<file path="src/hdl/timer_cmp_map.vh">
// register offsets, field positions, reset values and timing for the compare timer
`ifndef TIMER_CMP_MAP_VH
`define TIMER_CMP_MAP_VH

`define OFS_CTRL_ONE 12'h000
`define OFS_CTRL_TWO 12'h004
`define OFS_STATUS 12'h008
`define OFS_CMP1_HI 12'h00C
`define OFS_CMP1_LO 12'h010
`define OFS_CMP2_HI 12'h014
`define OFS_CMP2_LO 12'h018
`define OFS_CAP1_HI 12'h01C
`define OFS_CAP1_LO 12'h020
`define OFS_CAP2_HI 12'h024
`define OFS_CAP2_LO 12'h028
`define OFS_COUNT_HI 12'h02C
`define OFS_COUNT_LO 12'h030

// timer_control_one fields
`define C1_LEVEL_AFTER 0
`define C1_TRIG_EDGE 1
`define C1_LEVEL_DURING 2
`define C1_FORCE1 3
`define C1_FORCE2 4
`define C1_CMP_IRQ_EN 6
`define C1_CAP_IRQ_EN 7

// timer_control_two fields
`define C2_PIN_EN1 0
`define C2_PIN_EN2 1
`define C2_SINGLE_PULSE 2
`define C2_PWM 3
`define C2_TICK_LO 4
`define C2_TICK_HI 5
`define C2_CAP2_EDGE 6
`define C2_EXT_EDGE 7

// timer_status_reg fields
`define ST_CMP1 0
`define ST_CMP2 1
`define ST_CAP1 2
`define ST_CAP2 3

`define RST_COMPARE 16'h8000
`define RST_COUNT 16'hFFFC
`define TRIG_CAPTURE 16'hFFFD

`define TICK_DIV2 2'b00
`define TICK_DIV4 2'b01
`define TICK_DIV8 2'b10
`define TICK_EXT 2'b11

`endif

</file>
<file path="src/hdl/timer_output_compare_one_pulse.v">
// output compare and one-pulse section of a 16-bit timer with an apb register port
//
// Chosen here: register access over APB and the address map.
`timescale 1ns/1ps
`include "timer_cmp_map.vh"

// What this block does
// - compare both registers to counter each tick
// - compare registers software only, reset 8000h
// - match sets its compare flag outside pwm mode, flag one also not in one-pulse
// - enabled match drives level; pin reset low
// - compare irq needs enable and mask clear
// - status read then low access clears flag
// - high byte write inhibits until low write
// - disabled pin acts as plain port
// - div2 match at value, slower at value+1
// - force copies level, no flag, no irq
// - force ignored in one-pulse or pwm
// - control two bit selects one-pulse mode
// - trigger reloads counter, capture FFFDh, pulse level
// - compare one match ends pulse with level
// - trigger capture flag raises capture interrupt
// - one-pulse never sets compare flag one
// - pwm wins over one-pulse
// - capture one idle in one-pulse, two works
// - compare two drives no waveform in one-pulse
// - pulse spans compare one plus four ticks at div2, plus five slower
// - equal levels give constant pin level
// - counter reset and reload value FFFCh
// - tick select div2, div4, div8, external
module timer_output_compare_one_pulse #(
  parameter CW = 16
) (
  // clock and reset
  input wire SYS_CLK,
  input wire SYS_RST,
  // apb slave
  input wire PSEL,
  input wire PENABLE,
  input wire PWRITE,
  input wire [11:0] PADDR,
  input wire [31:0] PWDATA,
  output reg [31:0] PRDATA,
  output reg PREADY,
  output reg PSLVERR,
  // timer pins
  input wire CAP_IN1,
  input wire CAP_IN2,
  input wire EXT_TICK,
  input wire PORT_DATA1,
  input wire PORT_DATA2,
  output reg CMP_PIN1,
  output reg CMP_PIN2,
  // interrupt
  input wire CPU_IRQ_MASK,
  output reg TIMER_IRQ
);

  reg [7:0] ctrl1_q;
  reg [7:0] ctrl2_q;
  reg [CW-1:0] cmp1_q;
  reg [CW-1:0] cmp2_q;
  reg [CW-1:0] cap1_q;
  reg [CW-1:0] cap2_q;
  reg [CW-1:0] count_q;
  reg [2:0] div_q;
  reg ext_prev_q;
  reg cap1_prev_q;
  reg cap2_prev_q;
  reg [1:0] inhibit_q;
  reg [1:0] matched_q;
  reg [3:0] flag_q;
  reg [3:0] arm_q;
  reg lat1_q;
  reg lat2_q;

  wire wr_done = PSEL & PENABLE & PREADY & PWRITE;
  wire rd_done = PSEL & PENABLE & PREADY & ~PWRITE;
  wire acc_done = PSEL & PENABLE & PREADY;
  wire [7:0] wb = PWDATA[7:0];

  // mode decode
  wire pwm_mode = ctrl2_q[`C2_PWM];
  wire opm_mode = ctrl2_q[`C2_SINGLE_PULSE] & ~pwm_mode;
  wire [1:0] tick_sel = {ctrl2_q[`C2_TICK_HI], ctrl2_q[`C2_TICK_LO]};

  // tick generation
  wire ext_edge = ctrl2_q[`C2_EXT_EDGE] ? (EXT_TICK & ~ext_prev_q) : (~EXT_TICK & ext_prev_q);
  reg tick;
  always @* begin
    case (tick_sel)
      `TICK_DIV2: tick = (div_q[0] == 1'b1);
      `TICK_DIV4: tick = (div_q[1:0] == 2'b11);
      `TICK_DIV8: tick = (div_q == 3'b111);
      default: tick = ext_edge;
    endcase
  end

  // edge detect on capture inputs
  wire cap1_edge = ctrl1_q[`C1_TRIG_EDGE] ? (CAP_IN1 & ~cap1_prev_q) : (~CAP_IN1 & cap1_prev_q);
  wire cap2_edge = ctrl2_q[`C2_CAP2_EDGE] ? (CAP_IN2 & ~cap2_prev_q) : (~CAP_IN2 & cap2_prev_q);
  wire trigger = opm_mode & cap1_edge;

  // match detect: at value for div2, at value plus one otherwise
  wire div2 = (tick_sel == `TICK_DIV2);
  wire [CW-1:0] tgt1 = div2 ? cmp1_q : cmp1_q + {{(CW-1){1'b0}}, 1'b1};
  wire [CW-1:0] tgt2 = div2 ? cmp2_q : cmp2_q + {{(CW-1){1'b0}}, 1'b1};
  wire eq1 = (count_q == tgt1);
  wire eq2 = (count_q == tgt2);
  wire hit1 = eq1 & ~matched_q[0] & ~inhibit_q[0];
  wire hit2 = eq2 & ~matched_q[1] & ~inhibit_q[1];

  // access decode
  wire rd_status = rd_done & (PADDR == `OFS_STATUS);
  wire lo1_acc = acc_done & (PADDR == `OFS_CMP1_LO);
  wire lo2_acc = acc_done & (PADDR == `OFS_CMP2_LO);
  wire cap1_lo_acc = acc_done & (PADDR == `OFS_CAP1_LO);
  wire cap2_lo_acc = acc_done & (PADDR == `OFS_CAP2_LO);
  wire wr_ctrl1 = wr_done & (PADDR == `OFS_CTRL_ONE);
  wire force_ok = ~opm_mode & ~pwm_mode;

  // flag set terms
  wire [3:0] flag_set;
  assign flag_set[`ST_CMP1] = hit1 & ~pwm_mode & ~opm_mode;
  assign flag_set[`ST_CMP2] = hit2 & ~pwm_mode;
  assign flag_set[`ST_CAP1] = trigger | (pwm_mode & hit2) | (~opm_mode & ~pwm_mode & cap1_edge);
  assign flag_set[`ST_CAP2] = cap2_edge;
  wire [3:0] flag_clr = arm_q & {cap2_lo_acc, cap1_lo_acc, lo2_acc, lo1_acc};

  // register read mux
  reg [31:0] rd_data;
  reg rd_err;
  always @* begin
    rd_data = 32'h0000_0000;
    rd_err = 1'b0;
    if (PADDR == `OFS_CTRL_ONE) begin
      rd_data[7:0] = {ctrl1_q[7:5], 2'b00, ctrl1_q[2:0]};
    end else if (PADDR == `OFS_CTRL_TWO) begin
      rd_data[7:0] = ctrl2_q;
    end else if (PADDR == `OFS_STATUS) begin
      rd_data[3:0] = flag_q;
    end else if (PADDR == `OFS_CMP1_HI) begin
      rd_data[7:0] = cmp1_q[15:8];
    end else if (PADDR == `OFS_CMP1_LO) begin
      rd_data[7:0] = cmp1_q[7:0];
    end else if (PADDR == `OFS_CMP2_HI) begin
      rd_data[7:0] = cmp2_q[15:8];
    end else if (PADDR == `OFS_CMP2_LO) begin
      rd_data[7:0] = cmp2_q[7:0];
    end else if (PADDR == `OFS_CAP1_HI) begin
      rd_data[7:0] = cap1_q[15:8];
    end else if (PADDR == `OFS_CAP1_LO) begin
      rd_data[7:0] = cap1_q[7:0];
    end else if (PADDR == `OFS_CAP2_HI) begin
      rd_data[7:0] = cap2_q[15:8];
    end else if (PADDR == `OFS_CAP2_LO) begin
      rd_data[7:0] = cap2_q[7:0];
    end else if (PADDR == `OFS_COUNT_HI) begin
      rd_data[7:0] = count_q[15:8];
    end else if (PADDR == `OFS_COUNT_LO) begin
      rd_data[7:0] = count_q[7:0];
    end else begin
      rd_err = 1'b1;
    end
  end

  // apb handshake: one wait state, answer registered
  always @(posedge SYS_CLK) begin
    if (SYS_RST) begin
      PREADY <= 1'b0;
      PRDATA <= 32'h0000_0000;
      PSLVERR <= 1'b0;
    end else if (PSEL & PENABLE & ~PREADY) begin
      PREADY <= 1'b1;
      PRDATA <= PWRITE ? 32'h0000_0000 : rd_data;
      // unmapped writes are dropped quietly, only reads report an error
      PSLVERR <= ~PWRITE & rd_err;
    end else begin
      PREADY <= 1'b0;
      PRDATA <= 32'h0000_0000;
      PSLVERR <= 1'b0;
    end
  end

  // control registers; force bits are strobes and never stored
  always @(posedge SYS_CLK) begin
    if (SYS_RST) begin
      ctrl1_q <= 8'h00;
      ctrl2_q <= 8'h00;
    end else begin
      if (wr_ctrl1) begin
        ctrl1_q <= {wb[7:5], 2'b00, wb[2:0]};
      end
      if (wr_done & (PADDR == `OFS_CTRL_TWO)) begin
        ctrl2_q <= wb;
      end
    end
  end

  // compare registers and high byte inhibit
  always @(posedge SYS_CLK) begin
    if (SYS_RST) begin
      cmp1_q <= `RST_COMPARE;
      cmp2_q <= `RST_COMPARE;
      inhibit_q <= 2'b00;
    end else if (wr_done) begin
      if (PADDR == `OFS_CMP1_HI) begin
        cmp1_q[15:8] <= wb;
        inhibit_q[0] <= 1'b1;
      end else if (PADDR == `OFS_CMP1_LO) begin
        cmp1_q[7:0] <= wb;
        inhibit_q[0] <= 1'b0;
      end else if (PADDR == `OFS_CMP2_HI) begin
        cmp2_q[15:8] <= wb;
        inhibit_q[1] <= 1'b1;
      end else if (PADDR == `OFS_CMP2_LO) begin
        cmp2_q[7:0] <= wb;
        inhibit_q[1] <= 1'b0;
      end
    end
  end

  // prescaler and free-running counter
  always @(posedge SYS_CLK) begin
    if (SYS_RST) begin
      div_q <= 3'b000;
      ext_prev_q <= 1'b0;
      count_q <= `RST_COUNT;
      matched_q <= 2'b00;
    end else begin
      div_q <= div_q + 3'b001;
      ext_prev_q <= EXT_TICK;
      if (trigger | (pwm_mode & hit2) | (wr_done & (PADDR == `OFS_COUNT_LO))) begin
        count_q <= `RST_COUNT;
        matched_q <= 2'b00;
      end else if (tick) begin
        count_q <= count_q + {{(CW-1){1'b0}}, 1'b1};
        matched_q <= 2'b00;
      end else begin
        matched_q <= matched_q | {eq2, eq1};
      end
    end
  end

  // status flags, set wins over clear
  always @(posedge SYS_CLK) begin
    if (SYS_RST) begin
      flag_q <= 4'h0;
      arm_q <= 4'h0;
    end else begin
      flag_q <= (flag_q & ~flag_clr) | flag_set;
      if (rd_status) begin
        arm_q <= flag_q;
      end else begin
        arm_q <= arm_q & ~{cap2_lo_acc, cap1_lo_acc, lo2_acc, lo1_acc};
      end
    end
  end

  // capture registers
  always @(posedge SYS_CLK) begin
    if (SYS_RST) begin
      cap1_q <= 16'h0000;
      cap2_q <= 16'h0000;
      cap1_prev_q <= 1'b0;
      cap2_prev_q <= 1'b0;
    end else begin
      cap1_prev_q <= CAP_IN1;
      cap2_prev_q <= CAP_IN2;
      if (trigger) begin
        cap1_q <= `TRIG_CAPTURE;
      end else if (~opm_mode & ~pwm_mode & cap1_edge) begin
        cap1_q <= count_q;
      end
      if (cap2_edge) begin
        cap2_q <= count_q;
      end
    end
  end

  // compare pin latches
  always @(posedge SYS_CLK) begin
    if (SYS_RST) begin
      lat1_q <= 1'b0;
      lat2_q <= 1'b0;
    end else if (opm_mode) begin
      if (trigger) begin
        lat1_q <= ctrl1_q[`C1_LEVEL_DURING];
      end else if (hit1) begin
        lat1_q <= ctrl1_q[`C1_LEVEL_AFTER];
      end
    end else if (pwm_mode) begin
      if (hit2) begin
        lat1_q <= ctrl1_q[`C1_LEVEL_DURING];
      end else if (hit1) begin
        lat1_q <= ctrl1_q[`C1_LEVEL_AFTER];
      end
    end else begin
      if (hit1 | (wr_ctrl1 & wb[`C1_FORCE1] & force_ok)) begin
        lat1_q <= ctrl1_q[`C1_LEVEL_AFTER];
      end
      if (hit2 | (wr_ctrl1 & wb[`C1_FORCE2] & force_ok)) begin
        lat2_q <= ctrl1_q[`C1_LEVEL_DURING];
      end
    end
  end

  // pins and interrupt
  always @(posedge SYS_CLK) begin
    if (SYS_RST) begin
      CMP_PIN1 <= 1'b0;
      CMP_PIN2 <= 1'b0;
      TIMER_IRQ <= 1'b0;
    end else begin
      CMP_PIN1 <= ctrl2_q[`C2_PIN_EN1] ? lat1_q : PORT_DATA1;
      CMP_PIN2 <= ctrl2_q[`C2_PIN_EN2] ? lat2_q : PORT_DATA2;
      TIMER_IRQ <= ~CPU_IRQ_MASK &
        ((ctrl1_q[`C1_CMP_IRQ_EN] & (flag_q[`ST_CMP1] | flag_q[`ST_CMP2])) |
         (ctrl1_q[`C1_CAP_IRQ_EN] & (flag_q[`ST_CAP1] | flag_q[`ST_CAP2])));
    end
  end

endmodule

</file>
<file path="config.mk">
export PLATFORM = sky130hd
export DESIGN_NAME = timer_output_compare_one_pulse
export DESIGN_NICKNAME = d
export VERILOG_FILES = /design/src/hdl/timer_output_compare_one_pulse.v
export VERILOG_INCLUDE_DIRS = /design/src /design/src/hdl
export SDC_FILE = /design/constraint.sdc
export NUM_CORES = 1
export LEC_CHECK = 0
export BUFFER_PORTS_ARGS = -buffer_cell sky130_fd_sc_hd__buf_2
export CORE_MARGIN = 2
export CORE_UTILIZATION = 50
export CTS_CLUSTER_SIZE = 30
export DETAILED_ROUTE_END_ITERATION = 16
export PLACE_DENSITY = 0.71
export SLEW_MARGIN = 20
export SYNTH_ARGS = -nofsm -noshare
export SYNTH_HDL_FRONTEND = slang
export SYNTH_SLANG_ARGS = --single-unit
export TNS_END_PERCENT = 1
</file>
<file path="constraint.sdc">
create_clock -name SYS_CLK -period 3.9 [get_ports SYS_CLK]
set_input_delay 1.17 -clock SYS_CLK [delete_from_list [all_inputs] [get_ports SYS_CLK]]
set_output_delay 1.17 -clock SYS_CLK [all_outputs]
set_load 0.05 [all_outputs]
</file>
==> impl_metrics.ini <==
[global_routing]
grt_pass1_vias = 5520
grtUsageTotal = 0.271
grt_overflow = 0
grt_max_degree = 61
grt_pass1_wl_microns = 30900
antenna_found_initial = 0

[clocking]
clock_sinks = 127
numCtsBuffers = 17
htree_levels = 4
tritoncts = built
clk_path_buf_depth = 2
post_cts_resized = 0
path_clk_slew_ns = 0.06
hold_buffers = 0
post_cts_buffers = 0
cts_root_buf = clkbuf_16
clkLatencyLatePin_ns = 0.42

[pwr]
switching_share = 0.242
combPwrFrac = 0.074
peakVddDrop_mv = 0.297
leakagePower_nw = 2.96
p_sw_mw = 0.758
seqPwrFrac = 0.430
internal_power_mw = 2.38
powerDensity_nw_per_um2 = 393
finalPower_mw = 3.14
clockPowerShare = 0.497

[critical_path]
critical_path.startpoint = cmp2_q[0]$_SDFFE_PP0P_
cp-start-kind = register
crit_top_cell = o2111ai_1
cp_top_family = simple AND/OR/NAND/NOR gates
worst-r2r-cell-count = 8
worstSetupEndpointType = register
crit_buf_inv = 0
critPathMaxStageDelay_ns = 0.51
worstSetupPathType = register to register
path_cells = o2111ai_1 > nor4_1 > xnor2_1 > o2111ai_1 > or4_1 > nor4_4 > a21oi_2 > and2_1
cp.required_ns = 4.22
path_depth = 8
crit_fanout = 18
rr_startpoint = cmp2_q[0]$_SDFFE_PP0P_
r2r_end = count_q[0]$_SDFFE_PP0P_
cp_slowest_cell = or4_1
rrSetupSlack_ns = 0.73
crit_arrival_ns = 3.48

[route]
num_vias = 6335
drtPass1Iterations = 5
antenna_left = 0
vias_per_cell = 5.99
drt_wl_total_microns = 20000
drcViolationCount = 0
initialDrtViolationCount = 694
avgRoutedWirePerCell_microns = 18.9

[logic_synthesis]
ys_seq_area_frac = 0.357
syn_avg_cell_area_sq_um = 8.44
syn_area_sq_um = 7120
synth_common_cells = 127 x dfxtp_1, 116 x nor2_1, 73 x mux2i_1
synth_most_common_cell = dfxtp_1
ys_seq_elements = 127
synth.area.top_cells = dfxtp_1 36%, mux2i_1 10%, nor2_1 6.1%, xnor2_1 3.8%, nand2_1 3.7%
synth-edff-count = 0
ys_warn_count = 0
yosysTopAreaCell = dfxtp_1
synth_flop_cell = dfxtp_1
postSynthCellCount = 844
ys_async_sr_fraction = 0
synth.top_cell.area_share = 0.357
ys_types = 71

[floorplan]
ios = 92
core-area_sq_um = 13900
rows = 43
dieArea_sq_um = 15200
start_util = 0.513
fp.dieH_microns = 123
die_w_microns = 123

[placed_design]
hpwl_microns = 13700
place_ws_ns = 0.349
dpl_cell_area_sq_um = 7380
io_buffers = 43
gp_congestion = 0.946

[sta]
rsz0062_at_grt = false
setup_tns_ns = 0
fin_crit_sh = 0.812
finalSetupViolations = 0
max_freq_mhz = 316
worstMarginPinSlew_ns = 0.884
slew_violations = 0
finalHoldViolCount = 0
setup_ws_ns = 0.732
relSlewSlack = 0.411
finalClockSkew_ns = 0.00523
finalCriticalPeriod_ns = 3.17

[job]
maxCapViolations = 0

[layout]
nets = 924
n_antenna_cell = 0
final_cell_area_sq_um = 7970
drive_gt1_frac = 0.147
filler_cell_count = 1257
fin_util = 0.574
area_delta_synth_final_pct = 11.9

[outcome]
status = completed

[min_path]
hold-path-endpoint = PREADY$_SDFF_PP0_
hold_start = PREADY$_SDFF_PP0_
worstHoldPathCells = 1
hp-class = register to register
-- metal layers --
| metal | wire length, microns | vias to the layer above | global-route usage |
|---|---|---|---|
| met5 | 0 | - | 0 |
| met4 | 691 | 0 | 0.122 |
| met3 | 1660 | 50 | 0.0452 |
| met1 | 8910 | 2975 | 0.384 |
| li1 | - | 2997 | - |
| met2 | 8720 | 313 | 0.404 |
-- flip-flops by register name, summed over array words and instances (netlist names), 2 cells and up --
name       cells
div_q          3
cmp2_q        16
arm_q          4
PRDATA         8
flag_q         4
ctrl2_q        8
ctrl1_q        6
count_q       16
cap2_q        16
inhibit_q      2
matched_q      2
cmp1_q        16
cap1_q        16
-- cells by family after synthesis --
group / Yosys count / share of synthesized area
and+or+nand+nor: 321 / 0.227
AOI/OAI and AO/OA: 153 / 0.141
DFF: 127 / 0.357
buffers and inverters: 102 / 0.0698
muxes: 84 / 0.133
xor gates and xnor gates: 51 / 0.0627
adders and majority gates: 5 / 0.00879
other: 1 / 0.000527
-- power groups by stage --
stage	combinational [mW]	clock [mW]	sequential, mW
6_report	0.231	1.56	1.35
5_1_grt	0.247	1.63	1.35
4_1_cts	0.228	1.58	1.35
3_5_place_dp	0.227	0	1.37
3_3_place_gp	0.226	0	1.37
2_1_floorplan	0.190	0	1.37
-- area by class of cell --
type | count | area, sq um | area share
multi-input cells | 638 | 4180 | 0.524
flip-flops and latches | 127 | 2540 | 0.319
clock buffers | 22 | 474 | 0.0595
repair buffers | 65 | 383 | 0.0480
well taps | 180 | 225 | 0.0283
clock inverters | 10 | 111 | 0.0140
inverters | 15 | 56.3 | 0.00706
-- worst max path at each step --
| stage | to | slack (ns) |
|---|---|---|
| 4_1_cts | count_q[0]$_SDFFE_PP0P_ | 0.75 |
| 3_3_place_gp | cmp2_q[11]$_SDFFE_PP0P_ | 0.33 |
| 6_report | count_q[0]$_SDFFE_PP0P_ | 0.73 |
| 2_1_floorplan | lat1_q$_SDFFE_PP0P_ | 0.41 |
| 5_1_grt | PRDATA[7]$_SDFF_PP0_ | 0.43 |
| 3_5_place_dp | PRDATA[4]$_SDFF_PP0_ | 0.35 |
-- placed cells by master (no fill, tap or decap), types with 17 or more instances in the layout --
cell type and count:
a21oi_1 39, buf_2 42, buf_4 23, clkbuf_16 17
conb_1 24, dfxtp_1 127, mux2i_1 73, nand2_1 70
nor2_1 116, o21ai_0 27, o22ai_1 20, xnor2_1 31
xor2_1 20
-- metrics by stage --
step           std cells  hold slack [ns]
2_1_floorplan        867            0.417
3_3_place_gp        1025            0.431
3_5_place_dp        1025            0.437
4_1_cts             1057            0.442
5_1_grt             1057            0.457
6_report            1057            0.441
Power figures use the tool's default switching activity.
